--- src/pkg/tlb_pkg.sv ---
// constants, register map and types for the loopback path control block
package tlb_pkg;
  // parallel word width of the channel
  localparam int WORD_W = 20;
  localparam int ADDR_W = 8;
  localparam int SWING_W = 6;
  localparam int POST_W = 5;
  // register byte offsets
  localparam logic [ADDR_W-1:0] A_CTRL = 8'h00;
  localparam logic [ADDR_W-1:0] A_CFG = 8'h04;
  localparam logic [ADDR_W-1:0] A_TXBUF = 8'h08;
  localparam logic [ADDR_W-1:0] A_STAT = 8'h0c;
  // field positions
  localparam int CTRL_SLB_B = 0;
  localparam int CTRL_RSL_B = 1;
  localparam int CFG_PIPE_B = 0;
  localparam int CFG_RATE_LSB = 1;
  localparam int CFG_GT_B = 3;
  localparam int TXB_SWING_LSB = 0;
  localparam int TXB_POST_LSB = 8;
  localparam int STAT_MODE_LSB = 0;
  localparam int STAT_RST_B = 4;
  localparam int STAT_SETL_B = 5;
  localparam int STAT_PIN_B = 6;
  localparam int STAT_PREQ_B = 7;
  // reset values
  localparam logic CTRL_SLB_RST = 1'b0;
  localparam logic CTRL_RSL_RST = 1'b0;
  localparam logic CFG_PIPE_RST = 1'b0;
  localparam logic [1:0] CFG_RATE_RST = 2'h0;
  localparam logic CFG_GT_RST = 1'b0;
  localparam logic [SWING_W-1:0] SWING_RST = 6'h20;
  localparam logic [POST_W-1:0] POST_RST = 5'h00;
  // pcie data rate code and ahb-lite word transfer size
  localparam logic [1:0] RATE_GEN2 = 2'h1;
  localparam logic [2:0] SIZE_WORD = 3'h2;
  // receive pcs reset hold, parallel clock cycles
  localparam logic [1:0] RST_HOLD_CYC = 2'h2;

  typedef enum logic [3:0] {
    MODE_NORMAL = 4'h1,
    MODE_SLB = 4'h2,
    MODE_RPL = 4'h4,
    MODE_RSL = 4'h8
  } tlb_mode_t;

  typedef enum logic [1:0] {
    ST_RUN = 2'h1,
    ST_SETTLE = 2'h2
  } tlb_state_t;
endpackage

--- src/pkg/tlb_path_if.sv ---
// datapath signals between the loopback controller and the path selector
`timescale 1ns/1ps
`default_nettype none
interface tlb_path_if;
  import tlb_pkg::*;
  tlb_mode_t mode;
  logic [WORD_W-1:0] tx_fab_word;
  logic [WORD_W-1:0] rx_line_word;
  logic [WORD_W-1:0] tx_line_word;
  logic [WORD_W-1:0] rx_fab_word;
  modport ctl(output mode, tx_fab_word, rx_line_word, input tx_line_word, rx_fab_word);
  modport path(input mode, tx_fab_word, rx_line_word, output tx_line_word, rx_fab_word);
endinterface
`default_nettype wire

--- src/rtl/tlb_loopback_ctl.sv ---
// per-channel loopback path control with an ahb-lite register slave
// Summary of operation
// - serial loopback works in every configuration except pipe
// - serial loopback switches on and off at run time per channel
// - serial loopback sends fabric tx words into rx, skipping rx buffer
// - serial output keeps carrying tx data during serial loopback
// - serial loopback moves receiver source to local transmitter; cdr re-tracks
// - reverse parallel loopback only in pcie at gen1 and gen2
// - reverse parallel loops rate match output to serializer; fabric keeps retimed rx data
// - pcie allows only reverse parallel; gt channels in pcie allow none
// - reverse parallel loopback behaves per pcie 2.0 loopback
// - reverse serial retimes rx data to tx output, copy to fabric
// - reverse serial selected only by register write, no pin
// - reverse serial uses only tx buffer; swing and post tap adjustable
`timescale 1ns/1ps
`default_nettype none
module tlb_loopback_ctl
  import tlb_pkg::*;
(
  // clock and reset
  input wire logic core_clk,
  input wire logic sys_rst,
  // ahb-lite slave
  input wire logic hsel,
  input wire logic [31:0] haddr,
  input wire logic [1:0] htrans,
  input wire logic hwrite,
  input wire logic [2:0] hsize,
  input wire logic [31:0] hwdata,
  input wire logic hready,
  output logic [31:0] hrdata,
  output logic hreadyout,
  output logic hresp,
  // loopback requests
  input wire logic slb_pin_en,
  input wire logic pipe_lpbk_req,
  // parallel data
  input wire logic [WORD_W-1:0] tx_fab_word,
  input wire logic [WORD_W-1:0] rx_line_word,
  output logic [WORD_W-1:0] tx_line_word,
  output logic [WORD_W-1:0] rx_fab_word,
  // channel control
  output logic rx_pcs_rst,
  output logic rx_src_local,
  output logic tx_pcs_bypass,
  output logic [3:0] lpbk_mode,
  output logic [SWING_W-1:0] tx_swing,
  output logic [POST_W-1:0] tx_post_tap
);
  // bus and register state
  logic [31:0] hrdata_ff, nxt_hrdata;
  logic hreadyout_ff, nxt_hreadyout;
  logic hresp_ff, nxt_hresp;
  logic wr_pend_ff, nxt_wr_pend;
  logic [ADDR_W-1:0] wr_addr_ff, nxt_wr_addr;
  logic ctrl_slb_ff, nxt_ctrl_slb;
  logic ctrl_rsl_ff, nxt_ctrl_rsl;
  logic cfg_pipe_ff, nxt_cfg_pipe;
  logic [1:0] cfg_rate_ff, nxt_cfg_rate;
  logic cfg_gt_ff, nxt_cfg_gt;
  logic [SWING_W-1:0] swing_ff, nxt_swing;
  logic [POST_W-1:0] post_ff, nxt_post;
  // pin synchroniser
  logic pin_s1_ff, pin_s2_ff;
  // mode control state
  tlb_state_t state_ff, nxt_state;
  tlb_mode_t act_mode_ff, nxt_act_mode;
  tlb_mode_t req_mode;
  logic [1:0] hold_cnt_ff, nxt_hold_cnt;
  logic rx_pcs_rst_ff, nxt_rx_pcs_rst;
  logic rx_src_local_ff, nxt_rx_src_local;
  logic tx_pcs_bypass_ff, nxt_tx_pcs_bypass;
  // helpers
  logic acc;
  logic slb_req;
  logic rpl_ok;
  logic [31:0] ctrl_rd, cfg_rd, txb_rd, stat_rd;

  assign acc = hsel & htrans[1] & hready;
  assign ctrl_rd = (32'(ctrl_slb_ff) << CTRL_SLB_B) | (32'(ctrl_rsl_ff) << CTRL_RSL_B);
  assign cfg_rd = (32'(cfg_pipe_ff) << CFG_PIPE_B) | (32'(cfg_rate_ff) << CFG_RATE_LSB)
    | (32'(cfg_gt_ff) << CFG_GT_B);
  assign txb_rd = (32'(swing_ff) << TXB_SWING_LSB) | (32'(post_ff) << TXB_POST_LSB);
  assign stat_rd = (32'(act_mode_ff) << STAT_MODE_LSB) | (32'(rx_pcs_rst_ff) << STAT_RST_B)
    | (32'(state_ff == ST_SETTLE) << STAT_SETL_B) | (32'(pin_s2_ff) << STAT_PIN_B)
    | (32'(pipe_lpbk_req) << STAT_PREQ_B);

  // zero wait state slave: read data is captured in the address phase,
  // so a read right behind a write to the same register sees the old value
  always_comb begin
    nxt_hreadyout = 1'b1;
    nxt_hresp = 1'b0;
    nxt_wr_pend = acc & hwrite & (hsize == SIZE_WORD);
    nxt_wr_addr = acc ? haddr[ADDR_W-1:0] : wr_addr_ff;
    nxt_hrdata = hrdata_ff;
    nxt_ctrl_slb = ctrl_slb_ff;
    nxt_ctrl_rsl = ctrl_rsl_ff;
    nxt_cfg_pipe = cfg_pipe_ff;
    nxt_cfg_rate = cfg_rate_ff;
    nxt_cfg_gt = cfg_gt_ff;
    nxt_swing = swing_ff;
    nxt_post = post_ff;
    if (acc & ~hwrite) begin
      case (haddr[ADDR_W-1:0])
        A_CTRL: nxt_hrdata = ctrl_rd;
        A_CFG: nxt_hrdata = cfg_rd;
        A_TXBUF: nxt_hrdata = txb_rd;
        A_STAT: nxt_hrdata = stat_rd;
        default: nxt_hrdata = 32'h0;
      endcase
    end
    if (wr_pend_ff) begin
      case (wr_addr_ff)
        A_CTRL: begin
          nxt_ctrl_slb = hwdata[CTRL_SLB_B];
          nxt_ctrl_rsl = hwdata[CTRL_RSL_B];
        end
        A_CFG: begin
          nxt_cfg_pipe = hwdata[CFG_PIPE_B];
          nxt_cfg_rate = hwdata[CFG_RATE_LSB +: 2];
          nxt_cfg_gt = hwdata[CFG_GT_B];
        end
        A_TXBUF: begin
          nxt_swing = hwdata[TXB_SWING_LSB +: SWING_W];
          nxt_post = hwdata[TXB_POST_LSB +: POST_W];
        end
        default: begin
          nxt_swing = swing_ff;
        end
      endcase
    end
  end

  always_ff @(posedge core_clk or posedge sys_rst) begin
    if (sys_rst) begin
      hrdata_ff <= 32'h0;
      hreadyout_ff <= 1'b1;
      hresp_ff <= 1'b0;
      wr_pend_ff <= 1'b0;
      wr_addr_ff <= '0;
      ctrl_slb_ff <= CTRL_SLB_RST;
      ctrl_rsl_ff <= CTRL_RSL_RST;
      cfg_pipe_ff <= CFG_PIPE_RST;
      cfg_rate_ff <= CFG_RATE_RST;
      cfg_gt_ff <= CFG_GT_RST;
      swing_ff <= SWING_RST;
      post_ff <= POST_RST;
    end else begin
      hrdata_ff <= nxt_hrdata;
      hreadyout_ff <= nxt_hreadyout;
      hresp_ff <= nxt_hresp;
      wr_pend_ff <= nxt_wr_pend;
      wr_addr_ff <= nxt_wr_addr;
      ctrl_slb_ff <= nxt_ctrl_slb;
      ctrl_rsl_ff <= nxt_ctrl_rsl;
      cfg_pipe_ff <= nxt_cfg_pipe;
      cfg_rate_ff <= nxt_cfg_rate;
      cfg_gt_ff <= nxt_cfg_gt;
      swing_ff <= nxt_swing;
      post_ff <= nxt_post;
    end
  end

  // dedicated enable pin comes from outside the clock domain
  always_ff @(posedge core_clk or posedge sys_rst) begin
    if (sys_rst) begin
      pin_s1_ff <= 1'b0;
      pin_s2_ff <= 1'b0;
    end else begin
      pin_s1_ff <= slb_pin_en;
      pin_s2_ff <= pin_s1_ff;
    end
  end

  assign slb_req = ctrl_slb_ff | pin_s2_ff;
  assign rpl_ok = cfg_pipe_ff & (cfg_rate_ff <= RATE_GEN2) & ~cfg_gt_ff;

  always_comb begin
    req_mode = MODE_NORMAL;
    if (cfg_pipe_ff) begin
      if (rpl_ok & pipe_lpbk_req) begin
        req_mode = MODE_RPL;
      end
    end else if (ctrl_rsl_ff) begin
      req_mode = MODE_RSL;
    end else if (slb_req) begin
      req_mode = MODE_SLB;
    end
  end

  // a path change first holds the receive pcs in reset while the
  // recovered clock settles; later changes wait until the hold ends
  always_comb begin
    nxt_state = state_ff;
    nxt_act_mode = act_mode_ff;
    nxt_hold_cnt = hold_cnt_ff;
    unique case (state_ff)
      ST_RUN: begin
        if (req_mode != act_mode_ff) begin
          nxt_act_mode = req_mode;
          nxt_state = ST_SETTLE;
          nxt_hold_cnt = RST_HOLD_CYC - 2'h1;
        end
      end
      ST_SETTLE: begin
        if (hold_cnt_ff == 2'h0) begin
          nxt_state = ST_RUN;
        end else begin
          nxt_hold_cnt = hold_cnt_ff - 2'h1;
        end
      end
      default: begin
        nxt_state = ST_RUN;
      end
    endcase
    nxt_rx_pcs_rst = (nxt_state == ST_SETTLE);
    nxt_rx_src_local = (nxt_act_mode == MODE_SLB);
    nxt_tx_pcs_bypass = (nxt_act_mode == MODE_RSL);
  end

  always_ff @(posedge core_clk or posedge sys_rst) begin
    if (sys_rst) begin
      state_ff <= ST_RUN;
      act_mode_ff <= MODE_NORMAL;
      hold_cnt_ff <= 2'h0;
      rx_pcs_rst_ff <= 1'b1;
      rx_src_local_ff <= 1'b0;
      tx_pcs_bypass_ff <= 1'b0;
    end else begin
      state_ff <= nxt_state;
      act_mode_ff <= nxt_act_mode;
      hold_cnt_ff <= nxt_hold_cnt;
      rx_pcs_rst_ff <= nxt_rx_pcs_rst;
      rx_src_local_ff <= nxt_rx_src_local;
      tx_pcs_bypass_ff <= nxt_tx_pcs_bypass;
    end
  end

  tlb_path_if pif();
  assign pif.mode = act_mode_ff;
  assign pif.tx_fab_word = tx_fab_word;
  assign pif.rx_line_word = rx_line_word;

  tlb_path_mux u_mux (
    .core_clk(core_clk),
    .sys_rst(sys_rst),
    .pif(pif.path)
  );

  assign tx_line_word = pif.tx_line_word;
  assign rx_fab_word = pif.rx_fab_word;
  assign hrdata = hrdata_ff;
  assign hreadyout = hreadyout_ff;
  assign hresp = hresp_ff;
  assign rx_pcs_rst = rx_pcs_rst_ff;
  assign rx_src_local = rx_src_local_ff;
  assign tx_pcs_bypass = tx_pcs_bypass_ff;
  assign lpbk_mode = act_mode_ff;
  assign tx_swing = swing_ff;
  assign tx_post_tap = post_ff;
endmodule
`default_nettype wire

--- src/rtl/tlb_path_mux.sv ---
// parallel data path selector for the normal path and the three loopback paths
`timescale 1ns/1ps
`default_nettype none
module tlb_path_mux
  import tlb_pkg::*;
(
  // clock and reset
  input wire logic core_clk,
  input wire logic sys_rst,
  // datapath
  tlb_path_if.path pif
);
  logic [WORD_W-1:0] rx_rt_ff, nxt_rx_rt;
  logic [WORD_W-1:0] rm_ff, nxt_rm;
  logic [WORD_W-1:0] tx_line_ff, nxt_tx_line;
  logic [WORD_W-1:0] rx_fab_ff, nxt_rx_fab;

  always_comb begin
    // retime stage stands for the clock recovery and deserializer
    nxt_rx_rt = pif.rx_line_word;
    // rate match stage, one word deep
    nxt_rm = rx_rt_ff;
    nxt_tx_line = pif.tx_fab_word;
    nxt_rx_fab = rx_rt_ff;
    unique case (pif.mode)
      MODE_SLB: begin
        nxt_rx_fab = pif.tx_fab_word;
        nxt_tx_line = pif.tx_fab_word;
      end
      MODE_RPL: begin
        nxt_tx_line = rm_ff;
      end
      MODE_RSL: begin
        nxt_tx_line = rx_rt_ff;
      end
      default: begin
        nxt_tx_line = pif.tx_fab_word;
      end
    endcase
  end

  always_ff @(posedge core_clk or posedge sys_rst) begin
    if (sys_rst) begin
      rx_rt_ff <= '0;
      rm_ff <= '0;
      tx_line_ff <= '0;
      rx_fab_ff <= '0;
    end else begin
      rx_rt_ff <= nxt_rx_rt;
      rm_ff <= nxt_rm;
      tx_line_ff <= nxt_tx_line;
      rx_fab_ff <= nxt_rx_fab;
    end
  end

  assign pif.tx_line_word = tx_line_ff;
  assign pif.rx_fab_word = rx_fab_ff;
endmodule
`default_nettype wire

--- config.mk ---
export PLATFORM = sky130hd
export DESIGN_NAME = tlb_loopback_ctl
export DESIGN_NICKNAME = d
export VERILOG_FILES = /design/src/pkg/tlb_pkg.sv /design/src/pkg/tlb_path_if.sv /design/src/rtl/tlb_loopback_ctl.sv /design/src/rtl/tlb_path_mux.sv
export SDC_FILE = /design/constraint.sdc
export NUM_CORES = 1
export LEC_CHECK = 0
export BUFFER_PORTS_ARGS = -buffer_cell sky130_fd_sc_hd__buf_2
export CAP_MARGIN = 10
export CORE_MARGIN = 2
export CORE_UTILIZATION = 35
export CTS_CLUSTER_DIAMETER = 60
export DETAILED_ROUTE_END_ITERATION = 16
export PLACE_DENSITY_LB_ADDON = 0.12
export SLEW_MARGIN = 20
export SYNTH_ARGS = -nofsm -noshare
export SYNTH_HDL_FRONTEND = slang
export SYNTH_SLANG_ARGS = --single-unit
--- constraint.sdc ---
create_clock -name core_clk -period 4.7 [get_ports core_clk]
set_input_delay 0.705 -clock core_clk [delete_from_list [all_inputs] [get_ports core_clk]]
set_output_delay 0.705 -clock core_clk [all_outputs]
set_load 0.05 [all_outputs]
==> results.ini <==
[outcome]
status=finished clean

[cts]
clk_transition_reported_paths_ps=60
numClockSinks=132
tritoncts=built
postCtsSetupRepairBufs=0
clock_latency_ps=420
cts.repair.resized=0
clock_path_buffers=2
cts_buffers=17
cts_hold_buf=0
cts_root_buf=clkbuf_16
htreeDepth=4

[drt]
drt-initial-drc-count=141
wire_per_inst_um=15.7
vias=3456
firstDrtPassIters=4
drc=0
ant_nets=0
routed_wl_um=11400
viasPerCell=4.76

[setup_path]
critPathTopFamily=flip-flops
startpoint_type=flop
arrival_ps=1360
cp_num_cells=1
path_max_fanout=10
cp_num_buf_inv=1
crit_slowest_cell=dfstp_2
path_class=flop to output port
slowest_delay_ps=650
path_cells=buf_2
critPathCaptureType=output port
reg2regPathDepth=5
r2r-end=u_mux.pif.tx_line_word[3]
worst-r2r-setup-slack_ps=2640
rr_startpoint=lpbk_mode[0]
worst_ep_required_time_ps=3990

[min_path]
hold_depth=0
holdCritPathClass=flop to flop
min-delay-start=pin_s1_ff
worstHoldEndpoint=pin_s2_ff

[flow_run]
timing.max_cap.violations=0

[placement]
io_buffer_count=140
place_area_um2=5960
place_congestion=0.704
dp_hpwl_um=7540

[die]
die_area_um2=15700
initial_core_util_pct=35.6
io_pins=208
rows=44
core_area_um2=14400
chipHeight_um=125
die_x_um=125

[global_route]
grt_pass1_wl_um=18800
grt_max_degree=112
grt_usage_pct=15.3
antenna_found_initial=0
grt_pass1_vias=3571
overflow=0

[timing]
tns_ps=0
max_freq_ghz=0.484
slew_violations=0
rsz0062_at_grt=false
final-setup-viol-count=0
hold_violations=0
slew_headroom_pct=35.7
worstMarginPinSlew_ps=964
fin_skew_ps=7.57
finalCriticalPeriod_ps=2070
post-route-period-util_pct=44.0

[finish]
drive_gt1_share_pct=43.7
final_nets=648
syn_to_final_growth_pct=27.8
final_area_um2=6560
antenna_cells=0

[synthesis]
synthAdderAreaFrac_pct=0.731
synthFlopType=dfrtp_1
synth.area.mux_share_pct=12.2
netlist-cell-type-count=51
yosysWarnings=0
synthXorXnorAreaFrac_pct=0
syn_avg_cell_area_um2=13.3
async_reset_ff_share_pct=100
synth_edf_count=0
yosysSeqAreaShare_pct=64.4
synthCells=385
synth_compound_area_share_pct=8.21
synth-seq-cells=132
synth_top_family_by_area=multiplexers
synth-simple-area-share_pct=9.06
syn-cell-area_um2=5130

[power]
vdd_drop_max_v=0.000302
power_density_nw_per_um2=544
finalPower_mw=3.57
power.leakage_nw=3.16

cell type report:
class | instances | area (um2)
clock buffer | 21 | 450
clock inverter | 11 | 151
fill | 1335 | 7860
inverter | 9 | 41.3
multi-input combinational | 225 | 1650
sequential | 132 | 3310
tap | 184 | 230
timing repair buffer | 144 | 731
logic make-up after synthesis:
logic type / count (synthesis)
compound gates: 56
other cells: 2
fa+ha+maj: 3
buf+inv: 47
mux: 54
flops: 132
simple gates: 91
power by group:
part,switching [mW],total [mW],internal (mW)
logic,0.609,0.867,0.258
clock network,0.492,1.34,0.850
registers,0.0794,1.36,1.28
how the worst max path moves through the flow:
stage                  from                        end  slack, ps
2_1_floorplan       sys_rst                  cfg_gt_ff        480
3_3_place_gp         hready                 hrdata[10]       2350
3_5_place_dp         hready                 hrdata[10]       2330
4_1_cts        lpbk_mode[0]  u_mux.pif.tx_line_word[3]       2520
5_1_grt        lpbk_mode[1]  u_mux.pif.tx_line_word[8]       2410
6_report       lpbk_mode[0]               lpbk_mode[0]       2630
placed cells by master (no fill, tap or decap), drive strengths merged, types with 4 or more instances in the layout:
cell	count
buf	144
dfrtp	128
nand2	51
mux2	48
a22oi	22
conb	21
clkbuf	21
inv	11
a22o	9
nor2	8
nor3	6
o21ai	6
nand2b	5
mux2i	4
a21oi	4
clkinvlp	4
dfstp	4
cells in the mapped netlist, types with 2 or more instances:
master	instances	share of area, %
dfrtp_1	128	62
a41oi_1	2	0.34
a21oi_1	4	0.39
buf_4	21	3.1
conb_1	2	0.15
o21ai_1	2	0.19
mux2i_1	4	0.78
mux4_2	2	0.88
nor3_1	6	0.58
o21ai_0	4	0.39
nor2_1	8	0.58
nand2_1	51	3.7
and3_1	3	0.37
o21bai_1	2	0.29
buf_2	5	0.49
nand4bb_1	2	0.44
nand2b_1	5	0.61
nor3b_1	2	0.29
ha_1	3	0.73
clkbuf_1	11	0.80
a22oi_1	22	3.2
a22o_1	9	1.5
inv_1	9	0.66
mux2_2	48	11
dfstp_2	4	2.0
registers in the layout, summed over array words and instances, names as in the netlist:
| name | flops |
|---|---|
| u_mux.pif.tx_line_word | 20 |
| u_mux.nxt_rm | 20 |
| state_ff | 2 |
| ctrl_slb_ff | 1 |
| cfg_pipe_ff | 1 |
| ctrl_rsl_ff | 1 |
| tx_swing | 6 |
| tx_pcs_bypass | 1 |
| u_mux.rm_ff | 20 |
| cfg_gt_ff | 1 |
| tx_post_tap | 5 |
| u_mux.pif.rx_fab_word | 20 |
| pin_s1_ff | 1 |
| rx_src_local | 1 |
| wr_addr_ff | 8 |
| pin_s2_ff | 1 |
| wr_pend_ff | 1 |
| hold_cnt_ff | 2 |
| lpbk_mode | 4 |
| cfg_rate_ff | 2 |
| rx_pcs_rst | 1 |
| hrdata | 13 |
routing by layer:
| layer | global-route usage, % | share of wire [%] | up-vias |
|---|---|---|---|
| li1 | - | - | 1602 |
| met1 | 18.5 | 43 | 1725 |
| met2 | 24.2 | 48 | 114 |
| met3 | 6.38 | 7.8 | 15 |
| met4 | 6.73 | 1.6 | 0 |
| met5 | 0 | 0 | - |
per-stage QoR:
stage / worst slack, ps / hold slack, ps / cells / util [%]
after CTS: 2520 / 362 / 726 / 45.5
after global placement: 2350 / 341 / 694 / 41.3
after floorplan: 476 / 331 / 404 / -
after global routing: 2410 / 362 / 726 / 45.5
after detailed placement: 2330 / 346 / 694 / 41.3
final: 2630 / 353 / 726 / 45.5
No activity file was read; power rests on OpenSTA's default activity.
